## config.mk

```make
export PLATFORM = sky130hd
export DESIGN_NAME = rfp_bitstream
export DESIGN_NICKNAME = d
export VERILOG_FILES = /design/src/rtl/rfp_pkg.sv /design/src/rtl/rfp_bitstream.sv /design/src/rtl/rfp_sync.sv /design/src/rtl/rfp_fifo.sv
export VERILOG_INCLUDE_DIRS = /design/src /design/src/rtl
export SDC_FILE = /design/constraint.sdc
export NUM_CORES = 1
export LEC_CHECK = 0
export BUFFER_PORTS_ARGS = -buffer_cell sky130_fd_sc_hd__buf_2
export CAP_MARGIN = 20
export CORE_MARGIN = 2
export CORE_UTILIZATION = 41
export CTS_CLUSTER_DIAMETER = 30
export DETAILED_ROUTE_END_ITERATION = 16
export SETUP_SLACK_MARGIN = 0.3
export SLEW_MARGIN = 20
export SYNTH_ARGS = -nofsm -noshare
export SYNTH_HDL_FRONTEND = slang
export SYNTH_SLANG_ARGS = --single-unit
```

## constraint.sdc

```tcl
create_clock -name core_clk_in -period 5 [get_ports core_clk_in]
set_clock_uncertainty 0.15 [all_clocks]
set_input_delay 0 -clock core_clk_in [delete_from_list [all_inputs] [get_ports core_clk_in]]
set_output_delay 0 -clock core_clk_in [all_outputs]
set_load 0.02 [all_outputs]
```

## src/rtl/rfp_cfg.svh

```systemverilog
// offsets, field positions, encodings and reset values of the codec
`ifndef RFP_CFG_SVH
`define RFP_CFG_SVH
`define RFP_A_BAUD    8'h00
`define RFP_A_CFG     8'h04
`define RFP_A_CTRL    8'h08
`define RFP_A_TXDATA  8'h0C
`define RFP_A_TXSTA   8'h10
`define RFP_A_RXDATA  8'h14
`define RFP_A_RXSTA   8'h18
`define RFP_A_PAT     8'h1C
`define RFP_CTRL_RXEN 1
`define RFP_CTRL_TXEN 0
`define RFP_TXSTA_OVR 3
`define RFP_RXSTA_OVR 4
`define RFP_RXSTA_SD  2
`define RFP_PCM_NRZ_L 3'h0
`define RFP_PCM_NRZ_M 3'h1
`define RFP_PCM_NRZ_S 3'h2
`define RFP_PCM_BP_L  3'h3
`define RFP_PCM_BP_M  3'h4
`define RFP_PCM_BP_S  3'h5
`define RFP_BP_RUN    3'h2
`define RFP_MIL_RUN   3'h4
`define RFP_BAUD_RST  6'h00
`define RFP_CFG_RST   8'h00
`define RFP_PAT_RST   8'h00
`define RFP_BAUD_UNIT 8
`define RFP_FIFO_DEPTH 4
`endif

```

## src/rtl/rfp_pkg.sv

```systemverilog
// shared types of the radio bit-stream codec
package rfp_pkg;
  typedef enum logic [1:0] {
    RFP_ST_NONE  = 2'h0,
    RFP_ST_PROTO = 2'h1,
    RFP_ST_EXT   = 2'h2,
    RFP_ST_PAT   = 2'h3
  } rfp_start_e;
  typedef struct packed {
    rfp_start_e start_detect_mode;
    logic       coding_enable;
    logic       ext_rx_bitclk_enable;
    logic       tx_bitclk_out_enable;
    logic [2:0] line_code_type;
  } rfp_cfg_s;
  typedef enum logic [1:0] {
    RFP_TX_IDLE = 2'h0,
    RFP_TX_LOAD = 2'h1,
    RFP_TX_SEND = 2'h3
  } rfp_tx_e;
  typedef enum logic [1:0] {
    RFP_RX_OFF  = 2'h0,
    RFP_RX_HUNT = 2'h1,
    RFP_RX_DATA = 2'h3
  } rfp_rx_e;
endpackage

```

## src/rtl/rfp_bitstream.sv

```systemverilog
// radio bit-stream codec: apb registers, fifos, line coder, pins
//
// The APB interface to the registers and the register offsets were left to the implementer.
`timescale 1ns/1ps
`include "rfp_cfg.svh"
// Summary of operation
// - baud coarse bits 5-4, fine 3-0, reset zero
// - config bits 7-6 choose start detection
// - config bit 5 enables line coding
// - config bit 4 selects external receive clock when the code field is NRZ
// - config bit 3 drives tx clock on pin three
// - code field picks NRZ, bi-phase or Miller
// - control irq enables 7-5, w1c status 4-2
// - enable bits 1-0 use port-config reset
// - data writes push into four-byte tx fifo
// - tx overrun bit 3, write one flushes
// - tx status full, empty, stopped bits
// - data reads pop four-byte rx fifo
// - rx overrun bit 4, write one flushes
// - rx full bit 3, start bit 2 w1c
// - rx busy bit 1, byte ready bit 0
// - start pattern register, reset zero
// - separate receive and transmit interrupt lines
// - rx pins: data, bit clock, match
// - tx pins: data on four, clock three
// - enabled block owns pins, unused get pulls
// - one chip per NRZ or uncoded bit, else two
// - external clock rising edge samples data
module rfp_bitstream #(
  parameter int BAUD_UNIT = `RFP_BAUD_UNIT,
  parameter int DEPTH     = `RFP_FIFO_DEPTH
) (
  input  wire logic        core_clk_in,
  input  wire logic        nrst_in,
  input  wire logic        pconf_nrst_in,
  input  wire logic        psel_in,
  input  wire logic        penable_in,
  input  wire logic        pwrite_in,
  input  wire logic [7:0]  paddr_in,
  input  wire logic [31:0] pwdata_in,
  output logic      [31:0] prdata_out,
  output logic             pready_out,
  output logic             pslverr_out,
  input  wire logic        radio_pin_data_in,
  input  wire logic        radio_pin_rx_clk_in,
  input  wire logic        radio_pin_match_or_txclk_in,
  output logic             radio_pin_match_or_txclk_out,
  output logic             radio_pin_match_or_txclk_oe_out,
  output logic             radio_pin_data_out,
  output logic             radio_pin_data_out_oe_out,
  output logic             pin_override_out,
  output logic      [3:0]  pin_pull_en_out,
  output logic             irq_rx_out,
  output logic             irq_tx_out
);
  logic [5:0]       baud;
  rfp_pkg::rfp_cfg_s cfg;
  logic [2:0]       rx_irq_en;
  logic [2:0]       rx_irq_stat;
  logic             rx_en;
  logic             tx_en;
  logic [7:0]       start_pattern;
  logic             acc, take, wr, rd, hit;
  logic             w_baud, w_cfg, w_ctrl, w_txd, w_txs, w_rxs, w_pat;
  logic             rd_rx;
  logic [7:0]       rmux;
  logic [15:0]      hcnt;
  logic [15:0]      hlim;
  logic [4:0]       fine_p1;
  logic             hph, htick, chip_tick, mid_tick;
  logic             two_chip, chips2;
  rfp_pkg::rfp_tx_e tx_st;
  logic [7:0]       tx_sh;
  logic [2:0]       tx_bits;
  logic             tx_chip, tx_line, tx_pb, tx_pop, tx_tail, tx_wire;
  logic [7:0]       tx_rdata;
  logic             tx_full, tx_empty, tx_ovr, tx_idle;
  rfp_pkg::rfp_rx_e rx_st;
  logic [7:0]       rx_sh;
  logic [7:0]       pat_sh;
  logic [2:0]       rx_bits;
  logic [2:0]       run;
  logic [2:0]       run_nx;
  logic             rx_chip, rx_f, rx_pc, dbit;
  logic             rx_act, ext_mode, samp, start_det, free, viol;
  logic             rx_push, rx_flush;
  logic [7:0]       rx_rdata;
  logic             rx_full, rx_empty, rx_ovr, start_found;
  logic [2:0]       src, src_q;
  logic             din, rclk_s, rclk_q, match_s, match_q;

  rfp_sync u_sync_d (
    .clk_in (core_clk_in),
    .nrst_in(nrst_in),
    .d_in   (radio_pin_data_in),
    .q_out  (din)
  );
  rfp_sync u_sync_c (
    .clk_in (core_clk_in),
    .nrst_in(nrst_in),
    .d_in   (radio_pin_rx_clk_in),
    .q_out  (rclk_s)
  );
  rfp_sync u_sync_m (
    .clk_in (core_clk_in),
    .nrst_in(nrst_in),
    .d_in   (radio_pin_match_or_txclk_in),
    .q_out  (match_s)
  );

  // apb: one wait cycle, answer registered
  assign acc    = psel_in & penable_in & ~pready_out;
  assign take   = psel_in & penable_in & pready_out;
  assign wr     = take & pwrite_in;
  assign rd     = take & ~pwrite_in;
  assign hit    = paddr_in[7:5] == 3'h0 && paddr_in[1:0] == 2'h0;
  assign w_baud = wr && paddr_in == `RFP_A_BAUD;
  assign w_cfg  = wr && paddr_in == `RFP_A_CFG;
  assign w_ctrl = wr && paddr_in == `RFP_A_CTRL;
  assign w_txd  = wr && paddr_in == `RFP_A_TXDATA;
  assign w_txs  = wr && paddr_in == `RFP_A_TXSTA;
  assign w_rxs  = wr && paddr_in == `RFP_A_RXSTA;
  assign w_pat  = wr && paddr_in == `RFP_A_PAT;
  assign rd_rx  = rd && paddr_in == `RFP_A_RXDATA;

  always_comb begin
    unique case (paddr_in)
      `RFP_A_BAUD:  rmux = {2'h0, baud};
      `RFP_A_CFG:   rmux = cfg;
      `RFP_A_CTRL:  rmux = {rx_irq_en, rx_irq_stat, rx_en, tx_en};
      `RFP_A_TXSTA: rmux = {4'h0, tx_ovr, tx_full, tx_empty, tx_idle};
      `RFP_A_RXDATA: rmux = rx_rdata;
      `RFP_A_RXSTA: rmux = {3'h0, rx_ovr, rx_full, start_found,
                            rx_st == rfp_pkg::RFP_RX_DATA &&
                            (rx_bits != 3'h0 || rx_chip), ~rx_empty};
      `RFP_A_PAT:   rmux = start_pattern;
      default:      rmux = 8'h00;
    endcase
  end

  always_ff @(posedge core_clk_in or negedge nrst_in) begin
    if (!nrst_in) begin
      pready_out  <= 1'b0;
      pslverr_out <= 1'b0;
      prdata_out  <= 32'h0000_0000;
    end else begin
      pready_out  <= acc;
      pslverr_out <= acc & ~hit;
      prdata_out  <= (acc && !pwrite_in) ? {24'h00_0000, rmux} : 32'h0;
    end
  end

  always_ff @(posedge core_clk_in or negedge nrst_in) begin
    if (!nrst_in) begin
      baud          <= `RFP_BAUD_RST;
      cfg           <= `RFP_CFG_RST;
      rx_irq_en     <= 3'h0;
      start_pattern <= `RFP_PAT_RST;
    end else begin
      if (w_baud) begin
        baud <= pwdata_in[5:0];
      end
      if (w_cfg) begin
        cfg <= rfp_pkg::rfp_cfg_s'(pwdata_in[7:0]);
      end
      if (w_ctrl) begin
        rx_irq_en <= pwdata_in[7:5];
      end
      if (w_pat) begin
        start_pattern <= pwdata_in[7:0];
      end
    end
  end

  // enables survive a global reset; only port-config reset clears them
  always_ff @(posedge core_clk_in or negedge pconf_nrst_in) begin
    if (!pconf_nrst_in) begin
      rx_en <= 1'b0;
      tx_en <= 1'b0;
    end else if (w_ctrl) begin
      rx_en <= pwdata_in[`RFP_CTRL_RXEN];
      tx_en <= pwdata_in[`RFP_CTRL_TXEN];
    end
  end

  // half-chip timebase shared by both directions (half duplex)
  assign fine_p1   = {1'b0, baud[3:0]} + 5'h01;
  assign hlim      = (16'(BAUD_UNIT) * {11'h000, fine_p1})
                     << {baud[5:4], 1'b0};
  assign htick     = hcnt == hlim - 16'h0001;
  assign chip_tick = htick & hph;
  assign mid_tick  = htick & ~hph;
  assign two_chip  = cfg.line_code_type >= `RFP_PCM_BP_L;
  assign chips2    = cfg.coding_enable & two_chip;

  always_ff @(posedge core_clk_in or negedge nrst_in) begin
    if (!nrst_in) begin
      hcnt <= 16'h0000;
      hph  <= 1'b0;
    end else if (!(tx_en || rx_en)) begin
      hcnt <= 16'h0000;
      hph  <= 1'b0;
    end else if (htick) begin
      hcnt <= 16'h0000;
      hph  <= ~hph;
    end else begin
      hcnt <= hcnt + 16'h0001;
    end
  end

  function automatic logic enc(input logic [2:0] t, input logic cod,
                               input logic b, input logic c,
                               input logic l, input logic pb);
    logic v;
    v = b;
    if (cod) begin
      unique case (t)
        `RFP_PCM_NRZ_L: v = b;
        `RFP_PCM_NRZ_M: v = b ? ~l : l;
        `RFP_PCM_NRZ_S: v = b ? l : ~l;
        `RFP_PCM_BP_L:  v = c ? ~b : b;
        `RFP_PCM_BP_M:  v = c ? (b ? ~l : l) : ~l;
        `RFP_PCM_BP_S:  v = c ? (b ? l : ~l) : ~l;
        default:        v = c ? (b ? ~l : l) : ((b | pb) ? l : ~l);
      endcase
    end
    return v;
  endfunction

  rfp_fifo #(
    .W    (8),
    .DEPTH(DEPTH)
  ) u_txf (
    .clk_in   (core_clk_in),
    .nrst_in  (nrst_in),
    .flush_in (w_txs & pwdata_in[`RFP_TXSTA_OVR]),
    .push_in  (w_txd),
    .wdata_in (pwdata_in[7:0]),
    .pop_in   (tx_pop),
    .rdata_out(tx_rdata),
    .full_out (tx_full),
    .empty_out(tx_empty)
  );

  assign tx_pop = tx_st == rfp_pkg::RFP_TX_IDLE && tx_en && !tx_empty;

  always_ff @(posedge core_clk_in or negedge nrst_in) begin
    if (!nrst_in) begin
      tx_ovr  <= 1'b0;
      tx_idle <= 1'b0;
    end else begin
      tx_ovr  <= (tx_w_full(w_txd, tx_full)) |
                 (tx_ovr & ~(w_txs & pwdata_in[`RFP_TXSTA_OVR]));
      tx_idle <= tx_empty && tx_st == rfp_pkg::RFP_TX_IDLE;
    end
  end

  function automatic logic tx_w_full(input logic w, input logic f);
    return w & f;
  endfunction

  // byte goes out lsb first; line level is set at each chip boundary
  always_ff @(posedge core_clk_in or negedge nrst_in) begin
    if (!nrst_in) begin
      tx_st   <= rfp_pkg::RFP_TX_IDLE;
      tx_sh   <= 8'h00;
      tx_bits <= 3'h0;
      tx_chip <= 1'b0;
      tx_line <= 1'b0;
      tx_pb   <= 1'b0;
    end else begin
      unique case (tx_st)
        rfp_pkg::RFP_TX_IDLE: begin
          if (tx_pop) begin
            tx_st <= rfp_pkg::RFP_TX_LOAD;
          end
        end
        rfp_pkg::RFP_TX_LOAD: begin
          tx_sh   <= tx_rdata;
          tx_bits <= 3'h0;
          tx_chip <= 1'b0;
          tx_st   <= rfp_pkg::RFP_TX_SEND;
        end
        rfp_pkg::RFP_TX_SEND: begin
          if (!tx_en) begin
            tx_st <= rfp_pkg::RFP_TX_IDLE;
          end else if (chip_tick) begin
            tx_line <= enc(cfg.line_code_type, cfg.coding_enable,
                           tx_sh[0], tx_chip, tx_line, tx_pb);
            if (chips2 && !tx_chip) begin
              tx_chip <= 1'b1;
            end else begin
              tx_chip <= 1'b0;
              tx_pb   <= tx_sh[0];
              tx_sh   <= {1'b0, tx_sh[7:1]};
              tx_bits <= tx_bits + 3'h1;
              if (tx_bits == 3'h7) begin
                tx_st <= rfp_pkg::RFP_TX_IDLE;
              end
            end
          end
        end
        default: tx_st <= rfp_pkg::RFP_TX_IDLE;
      endcase
    end
  end

  // the bit clock keeps running through the last chip of a byte
  always_ff @(posedge core_clk_in or negedge nrst_in) begin
    if (!nrst_in) begin
      tx_tail <= 1'b0;
    end else if (!tx_en || chip_tick) begin
      tx_tail <= tx_en && tx_st == rfp_pkg::RFP_TX_SEND &&
                 tx_bits == 3'h7 && (!chips2 || tx_chip);
    end
  end
  assign tx_wire = tx_tail || (tx_st == rfp_pkg::RFP_TX_SEND &&
                               (tx_bits != 3'h0 || tx_chip));

  // receive sampling, start detection and decoding
  assign rx_act   = rx_en & ~tx_en;
  assign ext_mode = cfg.ext_rx_bitclk_enable & ~two_chip;
  assign samp     = ext_mode ? (rclk_s & ~rclk_q) : mid_tick;
  assign run_nx   = (din == rx_pc) ? ((run == 3'h7) ? run : run + 3'h1)
                                   : 3'h1;
  assign viol     = run_nx > ((cfg.line_code_type[2:1] == 2'h3)
                              ? `RFP_MIL_RUN : `RFP_BP_RUN);
  assign free     = cfg.start_detect_mode == rfp_pkg::RFP_ST_NONE ||
                    (cfg.start_detect_mode == rfp_pkg::RFP_ST_PROTO &&
                     !two_chip);

  always_comb begin
    unique case (cfg.start_detect_mode)
      rfp_pkg::RFP_ST_NONE:  start_det = 1'b0;
      rfp_pkg::RFP_ST_PROTO: start_det = samp & two_chip & viol;
      rfp_pkg::RFP_ST_EXT:   start_det = match_q & ~match_s;
      default: start_det = samp & ({pat_sh[6:0], din} == start_pattern);
    endcase
    start_det = start_det & rx_act;
  end

  always_comb begin
    dbit = din;
    if (cfg.coding_enable) begin
      unique case (cfg.line_code_type)
        `RFP_PCM_NRZ_L: dbit = din;
        `RFP_PCM_NRZ_M: dbit = din ^ rx_pc;
        `RFP_PCM_NRZ_S: dbit = ~(din ^ rx_pc);
        `RFP_PCM_BP_L:  dbit = rx_f;
        `RFP_PCM_BP_S:  dbit = ~(rx_f ^ din);
        default:        dbit = rx_f ^ din;
      endcase
    end
  end

  assign rx_push  = rx_st == rfp_pkg::RFP_RX_DATA && samp && !start_det &&
                    (!chips2 || rx_chip) && rx_bits == 3'h7;
  assign rx_flush = start_det | (w_rxs & pwdata_in[`RFP_RXSTA_OVR]);

  rfp_fifo #(
    .W    (8),
    .DEPTH(DEPTH)
  ) u_rxf (
    .clk_in   (core_clk_in),
    .nrst_in  (nrst_in),
    .flush_in (rx_flush),
    .push_in  (rx_push),
    .wdata_in ({dbit, rx_sh[7:1]}),
    .pop_in   (rd_rx),
    .rdata_out(rx_rdata),
    .full_out (rx_full),
    .empty_out(rx_empty)
  );

  always_ff @(posedge core_clk_in or negedge nrst_in) begin
    if (!nrst_in) begin
      rclk_q  <= 1'b0;
      match_q <= 1'b0;
      rx_pc   <= 1'b0;
      run     <= 3'h0;
      pat_sh  <= 8'h00;
    end else begin
      rclk_q  <= rclk_s;
      match_q <= match_s;
      if (samp) begin
        rx_pc  <= din;
        run    <= run_nx;
        pat_sh <= {pat_sh[6:0], din};
      end
    end
  end

  always_ff @(posedge core_clk_in or negedge nrst_in) begin
    if (!nrst_in) begin
      rx_st   <= rfp_pkg::RFP_RX_OFF;
      rx_sh   <= 8'h00;
      rx_bits <= 3'h0;
      rx_chip <= 1'b0;
      rx_f    <= 1'b0;
    end else if (!rx_act) begin
      rx_st <= rfp_pkg::RFP_RX_OFF;
    end else if (start_det) begin
      rx_st   <= rfp_pkg::RFP_RX_DATA;
      rx_bits <= 3'h0;
      rx_chip <= 1'b0;
    end else begin
      unique case (rx_st)
        rfp_pkg::RFP_RX_OFF: begin
          rx_st   <= free ? rfp_pkg::RFP_RX_DATA : rfp_pkg::RFP_RX_HUNT;
          rx_bits <= 3'h0;
          rx_chip <= 1'b0;
        end
        rfp_pkg::RFP_RX_HUNT: rx_st <= rfp_pkg::RFP_RX_HUNT;
        rfp_pkg::RFP_RX_DATA: begin
          if (samp && chips2 && !rx_chip) begin
            rx_chip <= 1'b1;
            rx_f    <= din;
          end else if (samp) begin
            rx_chip <= 1'b0;
            rx_sh   <= {dbit, rx_sh[7:1]};
            rx_bits <= rx_bits + 3'h1;
          end
        end
        default: rx_st <= rfp_pkg::RFP_RX_OFF;
      endcase
    end
  end

  // sticky flags: a new event wins over a software clear
  assign src = {rx_full, start_found, ~rx_empty};
  always_ff @(posedge core_clk_in or negedge nrst_in) begin
    if (!nrst_in) begin
      rx_ovr      <= 1'b0;
      start_found <= 1'b0;
      src_q       <= 3'h0;
      rx_irq_stat <= 3'h0;
      irq_rx_out  <= 1'b0;
      irq_tx_out  <= 1'b0;
    end else begin
      rx_ovr      <= (rx_push & rx_full) | (rx_ovr & ~rx_flush);
      start_found <= start_det | (start_found &
                     ~(w_rxs & pwdata_in[`RFP_RXSTA_SD]));
      src_q       <= src;
      rx_irq_stat <= (src & ~src_q) |
                     (rx_irq_stat & ~({3{w_ctrl}} & pwdata_in[4:2]));
      irq_rx_out  <= |(rx_irq_stat & rx_irq_en);
      irq_tx_out  <= tx_empty & tx_en;
    end
  end

  always_ff @(posedge core_clk_in or negedge nrst_in) begin
    if (!nrst_in) begin
      pin_override_out                <= 1'b0;
      pin_pull_en_out                 <= 4'h0;
      radio_pin_data_out              <= 1'b0;
      radio_pin_data_out_oe_out       <= 1'b0;
      radio_pin_match_or_txclk_out    <= 1'b0;
      radio_pin_match_or_txclk_oe_out <= 1'b0;
    end else begin
      pin_override_out <= rx_en | tx_en;
      if (tx_en) begin
        pin_pull_en_out <= {1'b0, ~cfg.tx_bitclk_out_enable, 2'h3};
      end else begin
        pin_pull_en_out <= {rx_en, 3'h0};
      end
      radio_pin_data_out        <= tx_en & tx_line;
      radio_pin_data_out_oe_out <= tx_en;
      radio_pin_match_or_txclk_out <= tx_wire &&
                                      (chips2 ? tx_chip : hph);
      radio_pin_match_or_txclk_oe_out <= tx_en & cfg.tx_bitclk_out_enable;
    end
  end
endmodule

```

## src/rtl/rfp_sync.sv

```systemverilog
// two-flop synchroniser for one pin level
`timescale 1ns/1ps
module rfp_sync (
  input  wire logic clk_in,
  input  wire logic nrst_in,
  input  wire logic d_in,
  output logic      q_out
);
  logic meta;
  always_ff @(posedge clk_in or negedge nrst_in) begin
    if (!nrst_in) begin
      meta  <= 1'b0;
      q_out <= 1'b0;
    end else begin
      meta  <= d_in;
      q_out <= meta;
    end
  end
endmodule

```

## src/rtl/rfp_fifo.sv

```systemverilog
// small byte fifo with registered head output
`timescale 1ns/1ps
module rfp_fifo #(
  parameter int W     = 8,
  parameter int DEPTH = 4
) (
  input  wire logic         clk_in,
  input  wire logic         nrst_in,
  input  wire logic         flush_in,
  input  wire logic         push_in,
  input  wire logic [W-1:0] wdata_in,
  input  wire logic         pop_in,
  output logic      [W-1:0] rdata_out,
  output logic              full_out,
  output logic              empty_out
);
  localparam int AW = $clog2(DEPTH);
  logic [W-1:0]  mem [DEPTH];
  logic [AW-1:0] wptr;
  logic [AW-1:0] rptr;
  logic [AW:0]   cnt;
  logic          do_push;
  logic          do_pop;
  assign full_out  = cnt == (AW+1)'(DEPTH);
  assign empty_out = cnt == '0;
  assign do_push   = push_in & ~full_out;
  assign do_pop    = pop_in & ~empty_out;
  // depth must be a power of two so the pointers wrap by themselves
  always_ff @(posedge clk_in or negedge nrst_in) begin
    if (!nrst_in) begin
      wptr <= '0;
      rptr <= '0;
      cnt  <= '0;
    end else if (flush_in) begin
      wptr <= '0;
      rptr <= '0;
      cnt  <= '0;
    end else begin
      if (do_push) begin
        wptr <= wptr + 1'b1;
      end
      if (do_pop) begin
        rptr <= rptr + 1'b1;
      end
      cnt <= cnt + (AW+1)'(do_push) - (AW+1)'(do_pop);
    end
  end
  always_ff @(posedge clk_in or negedge nrst_in) begin
    if (!nrst_in) begin
      for (int i = 0; i < DEPTH; i++) begin
        mem[i] <= '0;
      end
    end else if (do_push) begin
      mem[wptr] <= wdata_in;
    end
  end
  always_ff @(posedge clk_in or negedge nrst_in) begin
    if (!nrst_in) begin
      rdata_out <= '0;
    end else begin
      rdata_out <= mem[rptr];
    end
  end
endmodule

```

==> flow_summary.ini <==
[outcome]
status = finished, violations left
violations = design-rule violations

[timing]
slew_headroom = 0.265
worstMarginPinSlew_ns = 1.09
setup-violations-final = 0
slew_violations = 0
rsz0062_at_grt = no
layout_worst_path_cycle_share = 0.891
fin_crit_ns = 4.46
fmax_mhz = 224
final.setup.tns_ns = 0
hold_slack_ns = 0.0201
hold_viol_final = 0

[final_layout]
final_common_cell = dfrtp_1
final_cell_mix = dfrtp_1, mux2_2, nand2_1
fin_nets = 1144
final-seq-area_um2 = 5410
drive_above_1_share = 0.267
area_delta_synth_final_pct = 24.5
diodes = 0
n_fill_cell = 2324
multiInputGateArea_um2 = 5100

[setup_path]
critPathMostFrequentCell = ha_1
crit_start = baud[1]
crit_end = u_rxf.cnt[1]
start_kind = flip-flop
rrSetupSlack_ns = 0.54
worstPathMaxFanout = 14
r2r-start = baud[1]
path_class = flip-flop to flip-flop
cp.required_ns = 5.26
path_cells = ha_1 -> or4b_2 -> o32ai_2 -> a311oi_1 -> nor3_1 -> xnor2_1 -> o211ai_1 -> nor4_4 -> nor2_4 -> nor3_2 -> ha_1 -> fa_1 -> inv_1 -> a211oi_1
cp_data_arrival_time_ns = 4.72
crit_slowest_cell = or4b_2
reg2reg_depth = 14
slowest_delay_ns = 0.72
end_kind = flip-flop
r2r-end = u_rxf.cnt[1]

[synthesis]
synth-edff-count = 0
yosysUniqueCellTypes = 84
ys_warn_count = 0
ys_seq_elements = 216
async_reset_ff_frac = 1.00
syn_avg_cell_area_um2 = 11.4
ys.flop_type = dfrtp_1
postSynthCellCount = 961
synth_area_um2 = 10900
yosysSeqAreaShare = 0.494

[pwr]
p_per_area_nw_per_um2 = 383
finalPower_w = 0.00523
p_leak_nw = 6.34
ir_worst_vdd_mv = 0.291

[drt]
firstDrtPassIters = 11
drt_iter0_drc = 482
wire_per_inst_um = 18.0
ant_nets = 0
avgViaCountPerCell = 5.41
route.detailed.drc = 6
vias = 7821
wl_um = 26100

[grt]
antenna_found_initial = 2
first_global_vias = 8004
grt_pass1_wl_um = 42800
grt_max_degree = 112
overflow = 0
grt_usage = 0.191

[cts]
ctsLongestPathBuffers = 3
cts.sinks = 216
cts_made_buffers = 51
cts-htree-levels = 2
clk_latency_ns = 0.56
root_buffer = clkbuf_16
cts_tree = built
clk_pin_slew_worst_paths_ns = 0.05

[die]
dieArea_um2 = 28000
start_util = 0.419
core-area_um2 = 26100
die_w_um = 167
die_h_um = 167
ios = 94
rows = 59

[placed_design]
port_buffers = 45
place_congestion = 0.848
hpwlAfterDp_um = 17100

[worst_hold_path]
hp-class = input pin to flip-flop
worstHoldStart = paddr_in[1]

[job]
max_cap_violations = 0
## routing by layer
metal / share of wire / global-route usage / routed length (um)
met5: 0 / 0 / 0
met4: 0.027 / 0.0745 / 703
met3: 0.046 / 0.0364 / 1200
met2: 0.45 / 0.292 / 11800
met1: 0.47 / 0.271 / 12400
## worst min path at each step
stage | to | slack [ns] | depth (start not counted)
after global routing | prdata_out[7] | 0.03 | 5
after detailed placement | tx_en | -0.35 | 1
after floorplan | baud[0] | -0.45 | 0
after CTS | u_rxf.rptr[1] | 0.02 | 6
after global placement | tx_en | -0.35 | 1
final | prdata_out[7] | 0.02 | 5
## Yosys cell counts (8+ instances only)
cell	count	area, um^2
nor3_1	13	65.1
nor2b_1	8	50.1
o31ai_1	9	67.6
xnor2_1	32	280
xor2_1	24	210
or2_2	10	62.6
buf_4	28	210
dfrtp_1	216	5410
o21ai_0	34	170
inv_1	44	165
and2_1	9	56.3
and3_1	12	75.1
ha_1	24	300
mux2_2	87	980
nand2b_1	10	62.6
nand2_1	71	267
buf_2	9	45.0
clkbuf_1	27	101
nand3_1	31	155
nor2_1	63	236
a22oi_1	17	128
mux4_2	16	360
a21oi_1	13	65.1
a31oi_1	9	56.3
## flip-flops by register name, summed over array words and instances, names as in the netlist, 6 cells and up
register,count
u_rxf.mem,32
u_txf.mem,32
hcnt,16
cfg,8
prdata_out,8
start_pattern,8
tx_sh,8
u_rxf.rdata_out,8
u_txf.rdata_out,8
pat_sh,7
rx_sh,7
baud,6
## worst max-delay path, delay by kind of cell, from the launching register on
family | cells | cell delay, ns
buf+inv | 1 | 0.07
flops | 1 | 0.45
fa+ha+maj | 3 | 1.01
xor+xnor | 1 | 0.16
simple gates | 5 | 1.83
compound gates | 4 | 0.66
## layout make-up
type | count | share of cell area
clock inverters | 31 | 0.0273
clock buffers | 63 | 0.103
flip-flops and latches | 216 | 0.396
multi-input cells | 656 | 0.374
repair buffers | 100 | 0.0562
well taps | 335 | 0.0307
inverters | 44 | 0.0121
## stage by stage
step | setup WS, ns | instances | utilization | instance area [um^2]
after detailed placement | 0.248 | 1314 | 0.439 | 11500
after global placement | 0.340 | 1314 | 0.439 | 11500
after global routing | 0.305 | 1445 | 0.522 | 13600
after CTS | 0.395 | 1445 | 0.521 | 13600
after floorplan | 0.765 | 984 | - | 11000
final | 0.543 | 1445 | 0.522 | 13600
## kinds of logic (layout without fill, tap and decap cells)
group	Yosys count	after routing	synth area share
adders and majority gates	26	26	0.0311
buffers and inverters	113	238	0.0501
DFF	216	216	0.494
other	1	24	0.000343
and+or+nand+nor	271	272	0.135
xor gates and xnor gates	56	56	0.0448
AOI/OAI and AO/OA	162	162	0.108
muxes	116	116	0.138
## report_power, final
group          switching (W)  internal (W)
Sequential        0.00000913       0.00176
Clock                0.00103       0.00229
Combinational      0.0000867     0.0000415
## what timing repair did
action                     4_1_cts  5_1_grt
setup buffers                    1        0
pin swaps                        1        0
setup endpoints to repair        2       28
gates cloned                     1        0
hold buffers                    35        0
resized for setup                0        2
hold endpoints to repair       192        0
No activity file was read; power rests on OpenSTA's default activity.
